`src/strobe_gen_pkg.sv`:
```
package strobe_gen_pkg;

  // clock and timing
  localparam int unsigned CLK_HZ             = 20_000_000;
  localparam int unsigned CYCLES_PER_US      = CLK_HZ / 1_000_000;
  localparam int unsigned STROBE_SPACING_US  = 9_000;  // 9 ms between strobes
  localparam int unsigned STROBE_WIDTH_US    = 50;     // low time of one strobe
  localparam int unsigned DEBOUNCE_US        = 5_000;  // step button settle time
  localparam int unsigned STROBE_SPACING_CYC = STROBE_SPACING_US * CYCLES_PER_US;
  localparam int unsigned OSC_HALF_CYC       = STROBE_SPACING_CYC / 2;
  localparam int unsigned STROBE_WIDTH_CYC   = STROBE_WIDTH_US * CYCLES_PER_US;
  localparam int unsigned DEBOUNCE_CYC       = DEBOUNCE_US * CYCLES_PER_US;

  // widths
  localparam int unsigned ADDR_W = 8;
  localparam int unsigned DATA_W = 32;
  localparam int unsigned CODE_W = 7;
  localparam int unsigned CNT_W  = 20;

  // register map (byte addresses)
  localparam logic [ADDR_W-1:0] CTRL_OFFSET   = 8'h00;
  localparam logic [ADDR_W-1:0] STATUS_OFFSET = 8'h04;

  // control field positions
  localparam int unsigned CTRL_CODE_LSB  = 0;
  localparam int unsigned CTRL_RECV_BIT  = 8;
  localparam int unsigned CTRL_MODE_LSB  = 9;
  localparam int unsigned CTRL_PDET_BIT  = 11;

  // status field positions
  localparam int unsigned STAT_STROBE_BIT = 0;
  localparam int unsigned STAT_METER_BIT  = 1;
  localparam int unsigned STAT_ARMED_BIT  = 2;
  localparam int unsigned STAT_GATE_BIT   = 3;
  localparam int unsigned STAT_PWRIN_BIT  = 4;
  localparam int unsigned STAT_BTN_BIT    = 5;
  localparam int unsigned STAT_DATA_LSB   = 8;
  localparam int unsigned STAT_COUNT_LSB  = 16;

  // reset values
  localparam logic [DATA_W-1:0] CTRL_RESET = 32'h0000_007f;  // all marks, off

  // axi responses
  localparam logic [1:0] RESP_OKAY   = 2'b00;
  localparam logic [1:0] RESP_SLVERR = 2'b10;

  typedef enum logic [1:0] {
    MODE_OFF,
    MODE_REPEAT,
    MODE_MANUAL,
    MODE_SPARE
  } strobe_mode_t;

  typedef struct packed {
    logic [ADDR_W-1:0]   awaddr;
    logic                awvalid;
    logic [DATA_W-1:0]   wdata;
    logic [DATA_W/8-1:0] wstrb;
    logic                wvalid;
    logic                bready;
    logic [ADDR_W-1:0]   araddr;
    logic                arvalid;
    logic                rready;
  } axi_req_t;

  typedef struct packed {
    logic                awready;
    logic                wready;
    logic [1:0]          bresp;
    logic                bvalid;
    logic                arready;
    logic [DATA_W-1:0]   rdata;
    logic [1:0]          rresp;
    logic                rvalid;
  } axi_rsp_t;

endpackage

```
`src/strobe_gen.sv`:
```
module strobe_gen
  import strobe_gen_pkg::*;
#(
  parameter int unsigned OSC_HALF = OSC_HALF_CYC,
  parameter int unsigned DEBOUNCE = DEBOUNCE_CYC
) (
  input  wire logic                         clock,
  input  wire logic                         nrst,
  input  wire strobe_gen_pkg::axi_req_t     axi_req,
  output strobe_gen_pkg::axi_rsp_t          axi_rsp,
  input  wire logic [strobe_gen_pkg::CODE_W-1:0] data_i,
  output logic [strobe_gen_pkg::CODE_W-1:0] data_o,
  output logic [strobe_gen_pkg::CODE_W-1:0] data_oe_n,
  input  wire logic                         power_on_i,
  output logic                              power_on_o,
  output logic                              power_on_oe_n,
  output logic                              strobe_mode_select_n,
  input  wire logic                         step_button_n,
  input  wire logic                         probe_in,
  output logic                              meter_out
);
  import strobe_gen_pkg::*;

  // saturating-free counter step, used by several timers
  function automatic logic [CNT_W-1:0] count_up(input logic [CNT_W-1:0] v);
    count_up = v + 20'h00001;
  endfunction

  // true once a counter has reached a limit
  function automatic logic reached(input logic [CNT_W-1:0] v, input int unsigned lim);
    reached = (v >= CNT_W'(lim - 1));
  endfunction

  logic [DATA_W-1:0] ctrl_q;
  logic [CODE_W-1:0] code_level;
  logic              receive_message_control;
  strobe_mode_t      strobe_mode_select;
  logic              pulse_detect_en;

  assign code_level              = ctrl_q[CTRL_CODE_LSB +: CODE_W];
  assign receive_message_control = ctrl_q[CTRL_RECV_BIT];
  assign strobe_mode_select      = strobe_mode_t'(ctrl_q[CTRL_MODE_LSB +: 2]);
  assign pulse_detect_en         = ctrl_q[CTRL_PDET_BIT];

  // axi4-lite slave
  logic              aw_held_q;
  logic [ADDR_W-1:0] aw_addr_q;
  logic              w_held_q;
  logic [DATA_W-1:0] w_data_q;
  logic [3:0]        w_strb_q;
  logic              bvalid_q;
  logic [1:0]        bresp_q;
  logic              rvalid_q;
  logic [DATA_W-1:0] rdata_q;
  logic [1:0]        rresp_q;
  logic              do_write;
  logic              aw_take;
  logic              w_take;
  logic              ar_take;
  logic [DATA_W-1:0] status_word;

  // ready while nothing is held and no response is pending
  assign aw_take  = axi_req.awvalid && !aw_held_q && !bvalid_q;
  assign w_take   = axi_req.wvalid && !w_held_q && !bvalid_q;
  assign ar_take  = axi_req.arvalid && !rvalid_q;
  assign do_write = aw_held_q && w_held_q && !bvalid_q;

  always_comb begin
    axi_rsp         = '0;
    axi_rsp.awready = !aw_held_q && !bvalid_q;
    axi_rsp.wready  = !w_held_q && !bvalid_q;
    axi_rsp.bvalid  = bvalid_q;
    axi_rsp.bresp   = bresp_q;
    axi_rsp.arready = !rvalid_q;
    axi_rsp.rvalid  = rvalid_q;
    axi_rsp.rdata   = rdata_q;
    axi_rsp.rresp   = rresp_q;
  end

  // capture write address
  always_ff @(posedge clock or negedge nrst) begin
    if (!nrst) begin
      aw_held_q <= 1'b0;
      aw_addr_q <= '0;
    end else if (aw_take) begin
      aw_held_q <= 1'b1;
      aw_addr_q <= axi_req.awaddr;
    end else if (do_write) begin
      aw_held_q <= 1'b0;
    end
  end

  // capture write data
  always_ff @(posedge clock or negedge nrst) begin
    if (!nrst) begin
      w_held_q <= 1'b0;
      w_data_q <= '0;
      w_strb_q <= '0;
    end else if (w_take) begin
      w_held_q <= 1'b1;
      w_data_q <= axi_req.wdata;
      w_strb_q <= axi_req.wstrb;
    end else if (do_write) begin
      w_held_q <= 1'b0;
    end
  end

  // write response
  always_ff @(posedge clock or negedge nrst) begin
    if (!nrst) begin
      bvalid_q <= 1'b0;
      bresp_q  <= RESP_OKAY;
    end else if (do_write) begin
      bvalid_q <= 1'b1;
      bresp_q  <= (aw_addr_q[ADDR_W-1:2] == CTRL_OFFSET[ADDR_W-1:2] ||
                   aw_addr_q[ADDR_W-1:2] == STATUS_OFFSET[ADDR_W-1:2])
                  ? RESP_OKAY : RESP_SLVERR;
    end else if (bvalid_q && axi_req.bready) begin
      bvalid_q <= 1'b0;
    end
  end

  // control register, byte lanes honoured; software picks the mode
  always_ff @(posedge clock or negedge nrst) begin
    if (!nrst) begin
      ctrl_q <= CTRL_RESET;
    end else if (do_write && aw_addr_q[ADDR_W-1:2] == CTRL_OFFSET[ADDR_W-1:2]) begin
      for (int b = 0; b < 4; b++) begin
        if (w_strb_q[b]) begin
          ctrl_q[b*8 +: 8] <= w_data_q[b*8 +: 8];
        end
      end
    end
  end

  // read channel, answer one cycle after address accepted
  always_ff @(posedge clock or negedge nrst) begin
    if (!nrst) begin
      rvalid_q <= 1'b0;
      rdata_q  <= '0;
      rresp_q  <= RESP_OKAY;
    end else if (ar_take) begin
      rvalid_q <= 1'b1;
      if (axi_req.araddr[ADDR_W-1:2] == CTRL_OFFSET[ADDR_W-1:2]) begin
        rdata_q <= ctrl_q;
        rresp_q <= RESP_OKAY;
      end else if (axi_req.araddr[ADDR_W-1:2] == STATUS_OFFSET[ADDR_W-1:2]) begin
        rdata_q <= status_word;
        rresp_q <= RESP_OKAY;
      end else begin
        rdata_q <= '0;
        rresp_q <= RESP_SLVERR;
      end
    end else if (rvalid_q && axi_req.rready) begin
      rvalid_q <= 1'b0;
    end
  end

  // free-running oscillator, one tick per half strobe spacing
  logic [CNT_W-1:0] osc_cnt_q;
  logic             osc_tick;

  assign osc_tick = reached(osc_cnt_q, OSC_HALF);

  always_ff @(posedge clock or negedge nrst) begin
    if (!nrst) begin
      osc_cnt_q <= '0;
    end else if (osc_tick) begin
      osc_cnt_q <= '0;
    end else begin
      osc_cnt_q <= count_up(osc_cnt_q);
    end
  end

  // step button: synchroniser and debounce
  logic             btn_meta_q;
  logic             btn_sync_q;
  logic             btn_stable_q;
  logic [CNT_W-1:0] btn_cnt_q;
  logic             btn_release;

  // two-stage synchroniser, first stage feeds only the second
  always_ff @(posedge clock or negedge nrst) begin
    if (!nrst) begin
      btn_meta_q <= 1'b1;
      btn_sync_q <= 1'b1;
    end else begin
      btn_meta_q <= step_button_n;
      btn_sync_q <= btn_meta_q;
    end
  end

  // accept a new level only after it has held for the debounce time
  always_ff @(posedge clock or negedge nrst) begin
    if (!nrst) begin
      btn_stable_q <= 1'b1;
      btn_cnt_q    <= '0;
    end else if (btn_sync_q == btn_stable_q) begin
      btn_cnt_q <= '0;
    end else if (reached(btn_cnt_q, DEBOUNCE)) begin
      btn_stable_q <= btn_sync_q;
      btn_cnt_q    <= '0;
    end else begin
      btn_cnt_q <= count_up(btn_cnt_q);
    end
  end

  // release is the debounced pressed-to-released step
  assign btn_release = (btn_sync_q && !btn_stable_q) && reached(btn_cnt_q, DEBOUNCE);

  // gate flop, manual arm and strobe timer
  logic             gate_q;      // high means inhibited
  logic             armed_q;
  logic             strobe_q;
  logic [CNT_W-1:0] width_cnt_q;
  logic             strobe_start;
  logic             strobe_end;
  logic [15:0]      strobe_count_q;

  assign strobe_end = strobe_q && reached(width_cnt_q, STROBE_WIDTH_CYC);

  // strobe begins on an oscillator tick that finds the gate open in repeat mode or the arm set in manual mode
  always_comb begin
    strobe_start = 1'b0;
    unique case (strobe_mode_select)
      MODE_REPEAT: strobe_start = osc_tick && !gate_q && !strobe_q;
      MODE_MANUAL: strobe_start = osc_tick && armed_q && !strobe_q;
      default:     strobe_start = 1'b0;
    endcase
  end

  // gate flop: forced set outside repeat mode, toggles per tick in repeat
  always_ff @(posedge clock or negedge nrst) begin
    if (!nrst) begin
      gate_q <= 1'b1;
    end else if (strobe_mode_select != MODE_REPEAT) begin
      gate_q <= 1'b1;
    end else if (osc_tick) begin
      gate_q <= !gate_q;
    end
  end

  // manual arm: set on button release, cleared when the strobe ends
  always_ff @(posedge clock or negedge nrst) begin
    if (!nrst) begin
      armed_q <= 1'b0;
    end else if (strobe_mode_select != MODE_MANUAL) begin
      armed_q <= 1'b0;
    end else if (btn_release) begin
      armed_q <= 1'b1;
    end else if (strobe_end) begin
      armed_q <= 1'b0;
    end
  end

  // strobe width timer
  always_ff @(posedge clock or negedge nrst) begin
    if (!nrst) begin
      strobe_q    <= 1'b0;
      width_cnt_q <= '0;
    end else if (strobe_start) begin
      strobe_q    <= 1'b1;
      width_cnt_q <= '0;
    end else if (strobe_end) begin
      strobe_q <= 1'b0;
    end else if (strobe_q) begin
      width_cnt_q <= count_up(width_cnt_q);
    end
  end

  // count of strobes issued, visible in status
  always_ff @(posedge clock or negedge nrst) begin
    if (!nrst) begin
      strobe_count_q <= '0;
    end else if (strobe_start) begin
      strobe_count_q <= strobe_count_q + 16'h0001;
    end
  end

  // active-low strobe, idles high
  always_ff @(posedge clock or negedge nrst) begin
    if (!nrst) begin
      strobe_mode_select_n <= 1'b1;
    end else begin
      strobe_mode_select_n <= !(strobe_start || (strobe_q && !strobe_end));
    end
  end

  // data lines and power-on closure
  // a space drives low, a mark releases the line; value held by ctrl_q
  always_ff @(posedge clock or negedge nrst) begin
    if (!nrst) begin
      data_o    <= '0;
      data_oe_n <= '1;
    end else begin
      data_o    <= '0;
      data_oe_n <= code_level;
    end
  end

  // ground the power-on line while receive message is on
  always_ff @(posedge clock or negedge nrst) begin
    if (!nrst) begin
      power_on_o    <= 1'b0;
      power_on_oe_n <= 1'b1;
    end else begin
      power_on_o    <= 1'b0;
      power_on_oe_n <= !receive_message_control;
    end
  end

  // pulse detect
  logic probe_q;
  logic meter_q;

  // rising edge of the probe toggles the meter flop
  always_ff @(posedge clock or negedge nrst) begin
    if (!nrst) begin
      probe_q <= 1'b0;
      meter_q <= 1'b0;
    end else begin
      probe_q <= probe_in;
      if (pulse_detect_en && probe_in && !probe_q) begin
        meter_q <= !meter_q;
      end
    end
  end

  // meter holds the flop level between pulses
  assign meter_out = meter_q;

  // status word
  always_comb begin
    status_word                                  = '0;
    status_word[STAT_STROBE_BIT]                 = strobe_q;
    status_word[STAT_METER_BIT]                  = meter_q;
    status_word[STAT_ARMED_BIT]                  = armed_q;
    status_word[STAT_GATE_BIT]                   = gate_q;
    status_word[STAT_PWRIN_BIT]                  = power_on_i;
    status_word[STAT_BTN_BIT]                    = btn_stable_q;
    status_word[STAT_DATA_LSB +: CODE_W]         = data_i;
    status_word[STAT_COUNT_LSB +: 16]            = strobe_count_q;
  end

endmodule // strobe_gen

```
`config.mk`:
```
export PLATFORM = sky130hd
export DESIGN_NAME = strobe_gen
export DESIGN_NICKNAME = d
export VERILOG_FILES = /design/src/strobe_gen_pkg.sv /design/src/strobe_gen.sv
export SDC_FILE = /design/constraint.sdc
export NUM_CORES = 1
export LEC_CHECK = 0
export ABC_CLOCK_PERIOD_IN_PS = 6000
export BUFFER_PORTS_ARGS = -buffer_cell sky130_fd_sc_hd__buf_2
export CELL_PAD_IN_SITES_DETAIL_PLACEMENT = 0
export CELL_PAD_IN_SITES_GLOBAL_PLACEMENT = 1
export CORE_MARGIN = 3
export CORE_UTILIZATION = 40
export DETAILED_ROUTE_END_ITERATION = 8
export GPL_ROUTABILITY_DRIVEN = 0
export GPL_TIMING_DRIVEN = 0
export PLACE_DENSITY_LB_ADDON = 0.1
export SLEW_MARGIN = 20
export SYNTH_ARGS = -nofsm -noshare
export SYNTH_HDL_FRONTEND = slang
export SYNTH_SLANG_ARGS = --single-unit
```
`constraint.sdc`:
```
create_clock -name clock -period 6 [get_ports clock]
set_input_delay 0.3 -clock clock [delete_from_list [all_inputs] [get_ports clock]]
set_output_delay 0.3 -clock clock [all_outputs]
set_load 0.05 [all_outputs]
```
Word level (Yosys, flattened, before mapping)
Cells that the tools add are included.
- input bits: 69
- logic and storage cells: 122
- bits in registers: 209
- output and inout bits: 59
- add/subtract/negate cells: 4
- reductions and logical operators: 52
- bitwise operators: 1
- order comparisons: 3
- equality and inequality tests: 8
- mux-type cells: 25
- operators with widths (operator ; number):
    $mux W20 ; 6
    $mux W32 ; 2
    $add A20 B1 Y20 const B ; 3
    $ge A20 B17 Y1 const B ; 2
    $logic_and A1 B1 Y1 ; 22
    $ge A20 B10 Y1 const B ; 1
    $add A16 B1 Y16 const B ; 1
    $reduce_bool A2 Y1 ; 7
    $mux W1 ; 13
    $eq A6 B1 Y1 const B ; 2
    $logic_not A1 Y1 ; 12
    $logic_not A6 Y1 ; 2
    $reduce_and A2 Y1 ; 6
    $mux W2 ; 3
    $ne A2 B2 Y1 const B ; 2
    $reduce_bool A3 Y1 ; 1
    $eq A2 B1 Y1 const B ; 1
    $eq A2 B2 Y1 const B ; 1
    $logic_or A1 B1 Y1 ; 2
    $ne A2 B1 Y1 const B ; 1
    $pmux W1 S2 ; 1
    $eq A1 B1 Y1 ; 1
    $not A1 Y1 ; 1

Longest topological paths before layout
Gate-level depths: netlist (run 1).
- depth in word-level cells: 6
- mapped depth: 9
- depth with buffers taken out: 7

Worst setup path before layout (run 1)
Ideal clock, no wire load.
- path type: flip-flop to flip-flop
- start point: register bvalid_q
- end point: register w_data_q[12]
- data arrival time: 2.346 ns
- setup time: 0.125 ns
- path slack: 3.529 ns
- required time: 5.875 ns
- period minus slack after synthesis: 2.471 ns
- stages on the path, launching flop included: 6
- buffers on the path: 2
- cell sequence: dfrtp_1 -> nor2_1 -> and2_1 -> clkbuf_1 -> clkbuf_1 -> mux2_2
- cells in the longest elaborated chain, start to end: 2
- ends and longest elaborated chain (element ; RTL line ; source):
    from (decl) ; strobe_gen.sv:51 ; logic bvalid_q;
    from (signal assigned) ; strobe_gen.sv:111 ; bvalid_q <= 1'b0;
    from (signal assigned) ; strobe_gen.sv:114 ; bvalid_q <= 1'b1;
    from (signal assigned) ; strobe_gen.sv:119 ; bvalid_q <= 1'b0;
    $logic_not A1 Y1 ; strobe_gen.sv:64 ; assign w_take = axi_req.wvalid && !w_held_q && !bvalid_q;
    $logic_and A1 B1 Y1 ; strobe_gen.sv:64 ;
    to (signal assigned) ; strobe_gen.sv:101 ; w_data_q <= axi_req.wdata;
    to (decl) ; strobe_gen.sv:49 ; logic [DATA_W-1:0] w_data_q;
No other way between the ends.
A chain may end at the register's enable or synchronous reset.

Worst setup path in the final report (run 1)
- start point: register ctrl_q[9]
- end point: register strobe_count_q[15]
- cells in the longest elaborated chain, start to end: 2
- elaborated cells between the ends (all ways): 3
- those cells by class: eq/ne: 2; mux: 1
- ends and longest elaborated chain (element ; RTL line ; source):
    from (decl) ; strobe_gen.sv:34 ; logic [DATA_W-1:0] ctrl_q;
    from (signal, indexed assignment) ; strobe_gen.sv:130 ; ctrl_q[b*8 +: 8] <= w_data_q[b*8 +: 8];
    $eq A2 B2 Y1 / $eq A2 B1 Y1 (equally long branches) ; strobe_gen.sv:225 ; unique case (strobe_mode_select)
    $pmux W1 S2 * ; strobe_gen.sv:225 ;
    to (signal assigned) ; strobe_gen.sv:276 ; strobe_count_q <= strobe_count_q + 16'h0001;
    to (decl) ; strobe_gen.sv:218 ; logic [15:0] strobe_count_q;
Mark *: on every way between the ends. The rest lies on a longest branch, timed or not.

==> results.tsv, run 1 <==
stage	metric	value	unit
status	status	finished, final reports clean	
sta	period_share	41.8	%
route	route.detailed.drc	0	
final_layout	num_antenna_cells	0	
floorplan	die_w	152	um
final_layout	drive_gt1_share	30.5	%
power	p_per_area	380	mW/mm2
synth	syn_area_per_cell	12.1	um2
synth	netlist_area	0.00850	mm2
route	wire_per_inst	15.7	um
setup_path	cp.required	6.36	ns
final_layout	final_common_cell	dfrtp_1	
final_layout	syn_to_final_growth	21.7	%
setup_path	cp-end-kind	register	
clocking	cts_root_buffer	clkbuf_16	
route	ant_nets	0	
clocking	cts_buffers	23	
synth	synth_cells	700	
clocking	clkSinkCount	205	
sta	setup_viol	0	
clocking	cts_tree	built	
synth	synth-xor-area-share	5.25	%
clocking	cts_resized	0	
min_path	hp-class	in2reg	
setup_path	path_max_fanout	4	
synth	ys_warn_count	0	
sta	fin_crit	2.51	ns
final_layout	fin_nets	941	
sta	worst_slew_pin_slew	0.853	ns
floorplan	start_util	41.4	%
synth	yosysSeqAreaShare	60.6	%
floorplan	row_count	52	
sta	hold_viol	0	
clocking	cts_buffer_depth	3	
route	drt-pass1-iter-count	4	
sta	slew_viol_final	0	
clocking	clk_pin_slew	0.06	ns
clocking	htreeDepth	1	
floorplan	design.core.area	0.0206	mm2
route	routed_wirelength	18100	um
grt	grt_pass1_vias	5852	
grt	grt_pass1_wl	30000	um
synth	synth_compound_area_share	4.12	%
run	cap_violations	0	
place	placed_cells	1099	
grt	grt_max_degree	92	
synth	synthSimpleGateAreaFrac	12.5	%
sta	fmax	399	MHz
place	dp_hpwl	12900	um
synth	synth_edf_count	0	
place	portBuffers	112	
route	drtIter0Drc	228	
synth	ys.flop_type	dfrtp_1	
sta	finalClockSkew	0.00784	ns
final_layout	fin_cells	1152	
setup_path	startpoint_type	register	
synth	yosys.area_share.adder	1.03	%
sta	maxSlewHeadroom	43.1	%
power	p_leak	4.92	nW
sta	timing.setup.tns	0	ns
synth	synth_top_family_by_area	multiplexers	
power	ir_worst_vdd	0.335	mV
clocking	worstSkewPairLatency	0.51	ns
final_layout	layout_common_cells	dfrtp_1 (185), buf_2 (119), mux2_2 (73)	
grt	gr-total-overflow	0	
synth	ys_ff_latch	205	
floorplan	die_h	152	um
synth	ys_async_sr_fraction	100	%
grt	antenna_found_initial	1	
floorplan	die_area	0.0230	mm2
setup_path	cp.arrival	2.87	ns
synth	ys_types	45	
sta	rsz0062_at_grt	false	
grt	grtUsageTotal	16.2	%
route	vias_per_cell	4.84	
synth	synthMuxAreaShare	13.5	%
floorplan	io_pins	128	
route	vias	5581	
setup_path	crit_type	reg2reg	
-- power by group --
group / total (mW) / internal [mW] / switching (mW)
logic: 0.741 / 0.339 / 0.402
clock network: 1.31 / 0.763 / 0.550
registers: 1.87 / 1.71 / 0.168
-- area by class of cell --
type                       instances  area [um2]
buffer                            39         201
clock buffer                      34         657
clock inverter                     8        55.1
fill                            1915       10200
inverter                          14        52.6
multi-input combinational        457        3150
sequential                       205        5150
tap                              270         338
timing repair buffer             125         736
-- synth_stat cells (2+ instances only) --
library cell,instances,area [um2]
dfrtp_1,185,4630
mux2_2,73,822
nand2_1,59,221
nor2_1,56,210
o21ai_0,39,195
mux2i_1,30,300
xnor2_1,27,236
nand3_1,25,125
xor2_1,24,210
dfstp_2,20,526
clkbuf_1,18,67.6
and2_1,16,100
inv_1,14,52.6
nor3_1,14,70.1
buf_4,12,90.1
nand4_1,12,75.1
and3_1,11,68.8
buf_2,8,40.0
ha_1,7,87.6
a21oi_1,5,25.0
and4_1,4,35.0
nand2_2,4,25.0
nor4_1,4,25.0
or3_1,4,25.0
a22o_1,3,26.3
o21a_1,3,22.5
a31oi_1,2,12.5
mux2_1,2,22.5
nor2b_1,2,12.5
or2_2,2,12.5
-- worst max-delay path: stages, from the launching register on --
cell	delay, ns
dfrtp_1	0.43
inv_1	0.06
ha_1	0.22
or2_2	0.28
a211oi_1	0.42
o21ai_0	0.27
nor4b_1	0.55
xor2_1	0.13
-- final timing paths --
path,start,endpoint,slack (ns),cells after the start
hold / removal,axi_req[45],w_data_q[29],0.02,2
setup / recovery,ctrl_q[9],strobe_count_q[15],3.49,7
min in group asynchronous,nrst,rdata_q[5],0.23,2
setup reg to reg,ctrl_q[9],strobe_count_q[15],3.49,7
max in group asynchronous,nrst,rdata_q[24],5.05,3
hold reg to reg,btn_meta_q,btn_sync_q,0.36,0
-- registers in the layout, summed over array words and instances, names as in the netlist, 4 cells and up --
name            flops
rdata_q            32
osc_cnt_q          20
w_data_q           32
width_cnt_q        20
data_oe_n           7
btn_cnt_q          20
w_strb_q            4
ctrl_q             32
strobe_count_q     16
aw_addr_q           6
-- timing repair --
item                       4_1_cts  5_1_grt
buffers inserted                 0        0
setup endpoints to repair        0        0
hold endpoints to repair        34        1
hold buffers                    10        1
-- cell families after synthesis --
logic type / count (synthesis)
and+or+nand+nor: 218
DFF: 205
AOI/OAI and AO/OA: 60
other: 1
muxes: 105
buffers and inverters: 53
adders and majority gates: 7
xor gates and xnor gates: 51
-- layer usage --
metal | GRT usage, % | vias up | wire length [um]
met3 | 3.84 | 20 | 853
met5 | 0 | - | 13
met1 | 22.0 | 2768 | 8180
li1 | - | 2700 | -
met2 | 26.9 | 91 | 8790
met4 | 3.14 | 2 | 251
-- through the flow --
| stage | hold slack (ns) | total power [mW] | worst slack [ns] | area (um2) | util [%] |
|---|---|---|---|---|---|
| 2_1_floorplan | 0.00441 | 2.42 | 3.53 | 8560 | - |
| 3_3_place_gp | 0.351 | 2.61 | 1.29 | 9460 | 46.0 |
| 3_5_place_dp | 0.165 | 2.65 | 3.35 | 9520 | 46.3 |
| 4_1_cts | 0.000711 | 3.99 | 3.34 | 10300 | 50.3 |
| 5_1_grt | 0.00324 | 4.15 | 3.18 | 10300 | 50.3 |
| 6_report | 0.0240 | 3.93 | 3.49 | 10300 | 50.3 |
(Power assumes the default switching activity.)
==> run 2, diff against run 1 <==
--- a/config.mk
+++ b/config.mk
@@ -5,7 +5,7 @@
 export SDC_FILE = /design/constraint.sdc
 export NUM_CORES = 1
 export LEC_CHECK = 0
-export ABC_CLOCK_PERIOD_IN_PS = 6000
+export ABC_CLOCK_PERIOD_IN_PS = 2320
 export BUFFER_PORTS_ARGS = -buffer_cell sky130_fd_sc_hd__buf_2
 export CELL_PAD_IN_SITES_DETAIL_PLACEMENT = 0
 export CELL_PAD_IN_SITES_GLOBAL_PLACEMENT = 1
==> constraint.sdc (replaced) <==
create_clock -name clock -period 2.32 [get_ports clock]
set_input_delay 0.116 -clock clock [delete_from_list [all_inputs] [get_ports clock]]
set_output_delay 0.116 -clock clock [all_outputs]
set_load 0.05 [all_outputs]
==> run 2 against run 1 <==
Against the previous run:
- non-clock buffer count up 48
- largest power group unchanged
- maximum frequency increased by 14%
- cell count rose by 4.2%
- worst setup slack got worse by 3.4 ns
- global-route usage is 0.26 points higher
- via count up 3.8%
==> results.tsv, run 2 (synthesis gave the netlist of run 1 again) <==
stage	metric	value	unit
status	status	finished, final reports clean	
place	portBuffers	112	
route	drt-pass1-iter-count	4	
final_layout	drive_gt1_share	29.8	%
route	vias	5792	
clocking	cts_buffers	23	
final_layout	fin_nets	989	
setup_path	cp_top_family	simple AND/OR/NAND/NOR gates	
grt	gr-total-overflow	0	
route	route.detailed.drc	0	
run	cap_violations	0	
clocking	clkSinkCount	205	
route	wl_met1	8170	um
sta	hold_viol	0	
setup_path	path_max_fanout	10	
sta	rsz0062_at_grt	false	
setup_path	crit_path_cell_trace	inv_1 > ha_1 > or2_2 > a211oi_4 > o21ai_1 > clkbuf_4 > nor3_1 > xor2_1	
setup_path	cp.arrival	2.63	ns
power	total_power	10.4	mW
route	wire_per_inst	15.2	um
sta	worst_slew_pin_slew	0.826	ns
sta	timing.hold.ws	0.0851	ns
final_layout	layout_common_cells	dfrtp_1 (184), buf_2 (116), mux2_2 (73)	
sta	period_share	94.5	%
setup_path	slowest_delay	0.41	ns
clocking	cts_buffer_depth	3	
grt	antenna_found_initial	0	
grt	grtUsageTotal	16.5	%
final_layout	top_regs	ctrl_q (32), rdata_q (32), w_data_q (32)	
clocking	cts_root_buffer	clkbuf_16	
final_layout	syn_to_final_growth	28.3	%
clocking	cts_setup_buffers	0	
floorplan	start_util	41.4	%
final_layout	final_common_cell	dfrtp_1	
route	wl_met3	756	um
floorplan	die_area	0.0230	mm2
grt	grt_pass1_vias	6087	
grt	grt_max_degree	99	
final_layout	num_antenna_cells	0	
route	wl_met2	9040	um
clocking	worstSkewPairLatency	0.52	ns
setup_path	cp.required	2.76	ns
power	p_per_area	958	mW/mm2
route	highest_layer	met4	
floorplan	row_count	52	
place	dp_hpwl	13000	um
final_layout	stdcell_area	0.0109	mm2
setup_path	cp-end-kind	register	
floorplan	die_w	152	um
route	ant_nets	0	
grt	grt_pass1_wl	30600	um
route	vias_per_cell	4.83	
final_layout	fillers	1828	
sta	fmax	456	MHz
clocking	cts_tree	built	
setup_path	startpoint_type	register	
clocking	htreeDepth	1	
setup_path	path_buf_inv	2	
power	p_leak	5.14	nW
sta	slew_viol_final	0	
floorplan	io_pins	128	
setup_path	crit_type	reg2reg	
floorplan	die_h	152	um
place	placed_area	0.00952	mm2
sta	fin_crit	2.19	ns
sta	finalClockSkew	0.0225	ns
route	routed_wirelength	18200	um
floorplan	design.core.area	0.0206	mm2
min_path	hp-class	in2async	
final_layout	final_util	53.1	%
setup_path	cpMaxStageDelayCell	dfrtp_2	
sta	timing.setup.tns	0	ns
power	ir_worst_vdd	0.861	mV
route	drtIter0Drc	169	
clocking	clk_pin_slew	0.06	ns
sta	maxSlewHeadroom	44.9	%
sta	setup_viol	0	
[run 2: cell count changes in the layout (fill, tap and decap cells not counted), moves of 2 or more]
| cell | delta |
|---|---|
| clkbuf_8 | +2 |
| dlygate4sd3_1 | +48 |
| clkbuf_2 | +2 |
| buf_2 | -3 |
| clkbuf_4 | +2 |
| clkbuf_1 | -3 |
| clkinv_2 | -3 |
[run 2: power by group]
group | total, mW | switching (mW) | internal, mW
Combinational | 2.01 | 1.07 | 0.938
Clock | 3.58 | 1.44 | 2.15
Sequential | 4.85 | 0.441 | 4.41
[run 2: layout make-up]
type,count,area (um2),area share [%]
Buffer,39,211,1.94
Clock buffer,35,681,6.24
Clock inverter,7,77.6,0.711
Inverter,14,52.6,0.482
Multi-Input combinational cell,457,3180,29.1
Sequential cell,205,5160,47.3
Tap cell,270,338,3.10
Timing Repair Buffer,173,1220,11.1
[run 2: repair_timing]
| item | in CTS | in global routing |
|---|---|---|
| setup endpoints to repair | 39 | 34 |
| hold endpoints to repair | 255 | 0 |
| hold buffers | 59 | 0 |
| resized for setup | 6 | 8 |
[run 2: path summary, 6_finish.rpt]
check	startpoint	to	slack (ns)	cells past startpoint
worst max-delay path	ctrl_q[9]	strobe_count_q[12]	0.13	8
worst min-delay path	nrst	w_data_q[6]	0.09	2
worst max register to register	ctrl_q[9]	strobe_count_q[12]	0.13	8
worst min register to register	btn_meta_q	btn_sync_q	0.36	0
max in group asynchronous	nrst	rdata_q[30]	1.48	3
min in group clock	step_button_n	btn_meta_q	0.27	2
[run 2: metrics by stage]
stage,instances,setup WS [ns]
5_1_grt,1200,0.00636
2_1_floorplan,715,0.0955
3_5_place_dp,1099,-0.372
6_report,1200,0.127
3_3_place_gp,1097,-2.21
4_1_cts,1200,0.0314
[run 2: metal layers]
| metal | global-route usage, % | up-vias |
|---|---|---|
| li1 | - | 2806 |
| met1 | 22.4 | 2860 |
| met2 | 27.7 | 105 |
| met3 | 3.09 | 21 |
| met4 | 3.50 | 0 |
| met5 | 0 | - |
==> run 3, diff against run 2 <==
--- a/config.mk
+++ b/config.mk
@@ -14,7 +14,7 @@
 export DETAILED_ROUTE_END_ITERATION = 8
 export GPL_ROUTABILITY_DRIVEN = 0
 export GPL_TIMING_DRIVEN = 0
-export PLACE_DENSITY_LB_ADDON = 0.1
+export PLACE_DENSITY_LB_ADDON = 0.05
 export SLEW_MARGIN = 20
 export SYNTH_ARGS = -nofsm -noshare
 export SYNTH_HDL_FRONTEND = slang
==> run 3 against run 2 <==
Against the previous run:
- sequential share of layout area rose by 0.31 points
- non-clock buffer count did not move
- clock power fell by 6%
- die area did not move
- largest cell class unchanged
==> results.tsv, run 3 (synthesis gave the netlist of run 1 again) <==
stage	metric	value	unit
place	placed_cells	1099	
power	total_power	10.2	mW
final_layout	top_regs	ctrl_q (32), rdata_q (32), w_data_q (32)	
setup_path	cp.arrival	2.54	ns
status	status	finished, final reports clean	
route	drtIter0Drc	216	
power	power.switching	2.90	mW
power	ir_worst_vdd	0.800	mV
place	dp_slack	-0.385	ns
setup_path	crit_path_cell_trace	inv_1 > ha_1 > or2_2 > a211oi_4 > o21a_1 > clkbuf_4 > buf_4 > nand2_1 > xnor2_1	
route	vias_per_cell	4.82	
final_layout	final_common_cell	dfrtp_1	
setup_path	slowest_delay	0.41	ns
power	p_int	7.34	mW
place	dp_hpwl	12800	um
final_layout	fin_nets	989	
grt	grt_pass1_vias	6050	
route	vias	5767	
grt	grt_max_degree	85	
clocking	clkSinkCount	205	
sta	maxSlewHeadroom	40.9	%
sta	period_share	93.3	%
floorplan	die_h	152	um
power	clkPwrFrac	33.1	%
floorplan	die_area	0.0230	mm2
clocking	cts_buffer_depth	3	
setup_path	startpoint_type	register	
run	cap_violations	0	
place	portBuffers	112	
clocking	clk_pin_slew	0.06	ns
sta	setup_viol	0	
setup_path	cp.required	2.70	ns
final_layout	num_antenna_cells	0	
sta	fmax	462	MHz
grt	grtUsageTotal	16.5	%
floorplan	start_util	41.4	%
setup_path	cp-end-kind	register	
route	routed_wirelength	18400	um
clocking	cts_root_buffer	clkbuf_16	
grt	gr-total-overflow	0	
grt	grt_pass1_wl	30700	um
sta	hold_viol	0	
clocking	cts_buffers	23	
floorplan	row_count	52	
grt	antenna_found_initial	1	
setup_path	crit_type	reg2reg	
final_layout	fin_cells	1197	
clocking	htreeDepth	1	
sta	finalClockSkew	0.0103	ns
power	p_leak	5.11	nW
route	wire_per_inst	15.4	um
min_path	hp-class	in2async	
power	p_sw_share	28.3	%
route	drt-pass1-iter-count	4	
final_layout	layout_common_cells	dfrtp_1 (184), buf_2 (117), mux2_2 (73)	
sta	slew_viol_final	0	
power	combinationalPowerShare	19.6	%
route	ant_nets	0	
power	p_seq_share	47.4	%
sta	fin_ws	0.156	ns
final_layout	fillers	1877	
power	p_per_area	944	mW/mm2
floorplan	die_w	152	um
sta	fin_crit	2.16	ns
route	route.detailed.drc	0	
setup_path	path_max_fanout	10	
final_layout	final_util	52.7	%
setup_path	cp_top_family	compound AO/OA/AOI/OAI gates	
sta	rsz0062_at_grt	false	
floorplan	design.core.area	0.0206	mm2
setup_path	cpMaxStageDelayCell	dfrtp_2	
sta	worst_slew_pin_slew	0.887	ns
floorplan	io_pins	128	
final_layout	syn_to_final_growth	27.5	%
setup_path	path_buf_inv	3	
clocking	worstSkewPairLatency	0.50	ns
final_layout	drive_gt1_share	29.6	%
clocking	cts_tree	built	
==> run 3: cell count changes in the layout (fill, tap and decap cells not counted) <==
cell	delta
buf_1	+1
buf_2	+1
clkbuf_1	-1
clkbuf_4	-1
clkbuf_8	-4
clkinv_2	+3
clkinvlp_4	-1
inv_16	-1
==> run 3: final cells by class <==
cell class	instances	area [um2]	share of cell area, %
buffer	39	209	1.93
clock buffer	31	626	5.77
multi-input combinational	457	3180	29.3
tap	270	338	3.12
timing repair buffer	173	1220	11.2
sequential	205	5160	47.6
inverter	14	52.6	0.485
clock inverter	8	65.1	0.600
==> run 3: per-layer routing <==
layer,GRT usage (%),wire [um],up-vias
li1,-,-,2791
met1,22.7,8340,2841
met2,27.2,8840,102
met3,3.24,783,31
met4,3.95,403,2
met5,0,13,-
==> run 3: path summary, 6_finish.rpt <==
kind,startpoint,end,slack (ns),depth (start not counted)
min,nrst,rdata_q[5],0.13,2
max,ctrl_q[9],strobe_count_q[3],0.16,9
max in group asynchronous,nrst,w_data_q[24],1.40,3
max reg2reg,ctrl_q[9],strobe_count_q[3],0.16,9
min reg2reg,btn_meta_q,btn_sync_q,0.36,0
min in group clock,step_button_n,btn_meta_q,0.26,2
==> run 3: timing repair <==
item                                   in CTS  in global routing
resized for setup                           6                  8
endpoints found under the hold margin     173                  0
hold buffers                               59                  0
setup endpoints to repair                  47                 36
buffers inserted                            0                  0
==> run 3: stage by stage <==
step,hold slack [ns],setup TNS (ns),instance area [um2]
detailed placement,0.0764,-5.78,9520
floorplan,-0.180,0,8560
global placement,0.227,-436.60,9460
CTS,0.150,0,10800
finish,0.129,0,10800
global route,0.169,0,10800
==> run 3: power by group through the flow <==
stage	clock [mW]	sequential, mW	combinational (mW)
after detailed placement	0	4.92	1.94
final	3.38	4.85	2.00
after floorplan	0	5.06	1.21
after CTS	3.48	4.85	2.04
after global routing	3.63	4.95	2.20
after global placement	0	4.87	1.87
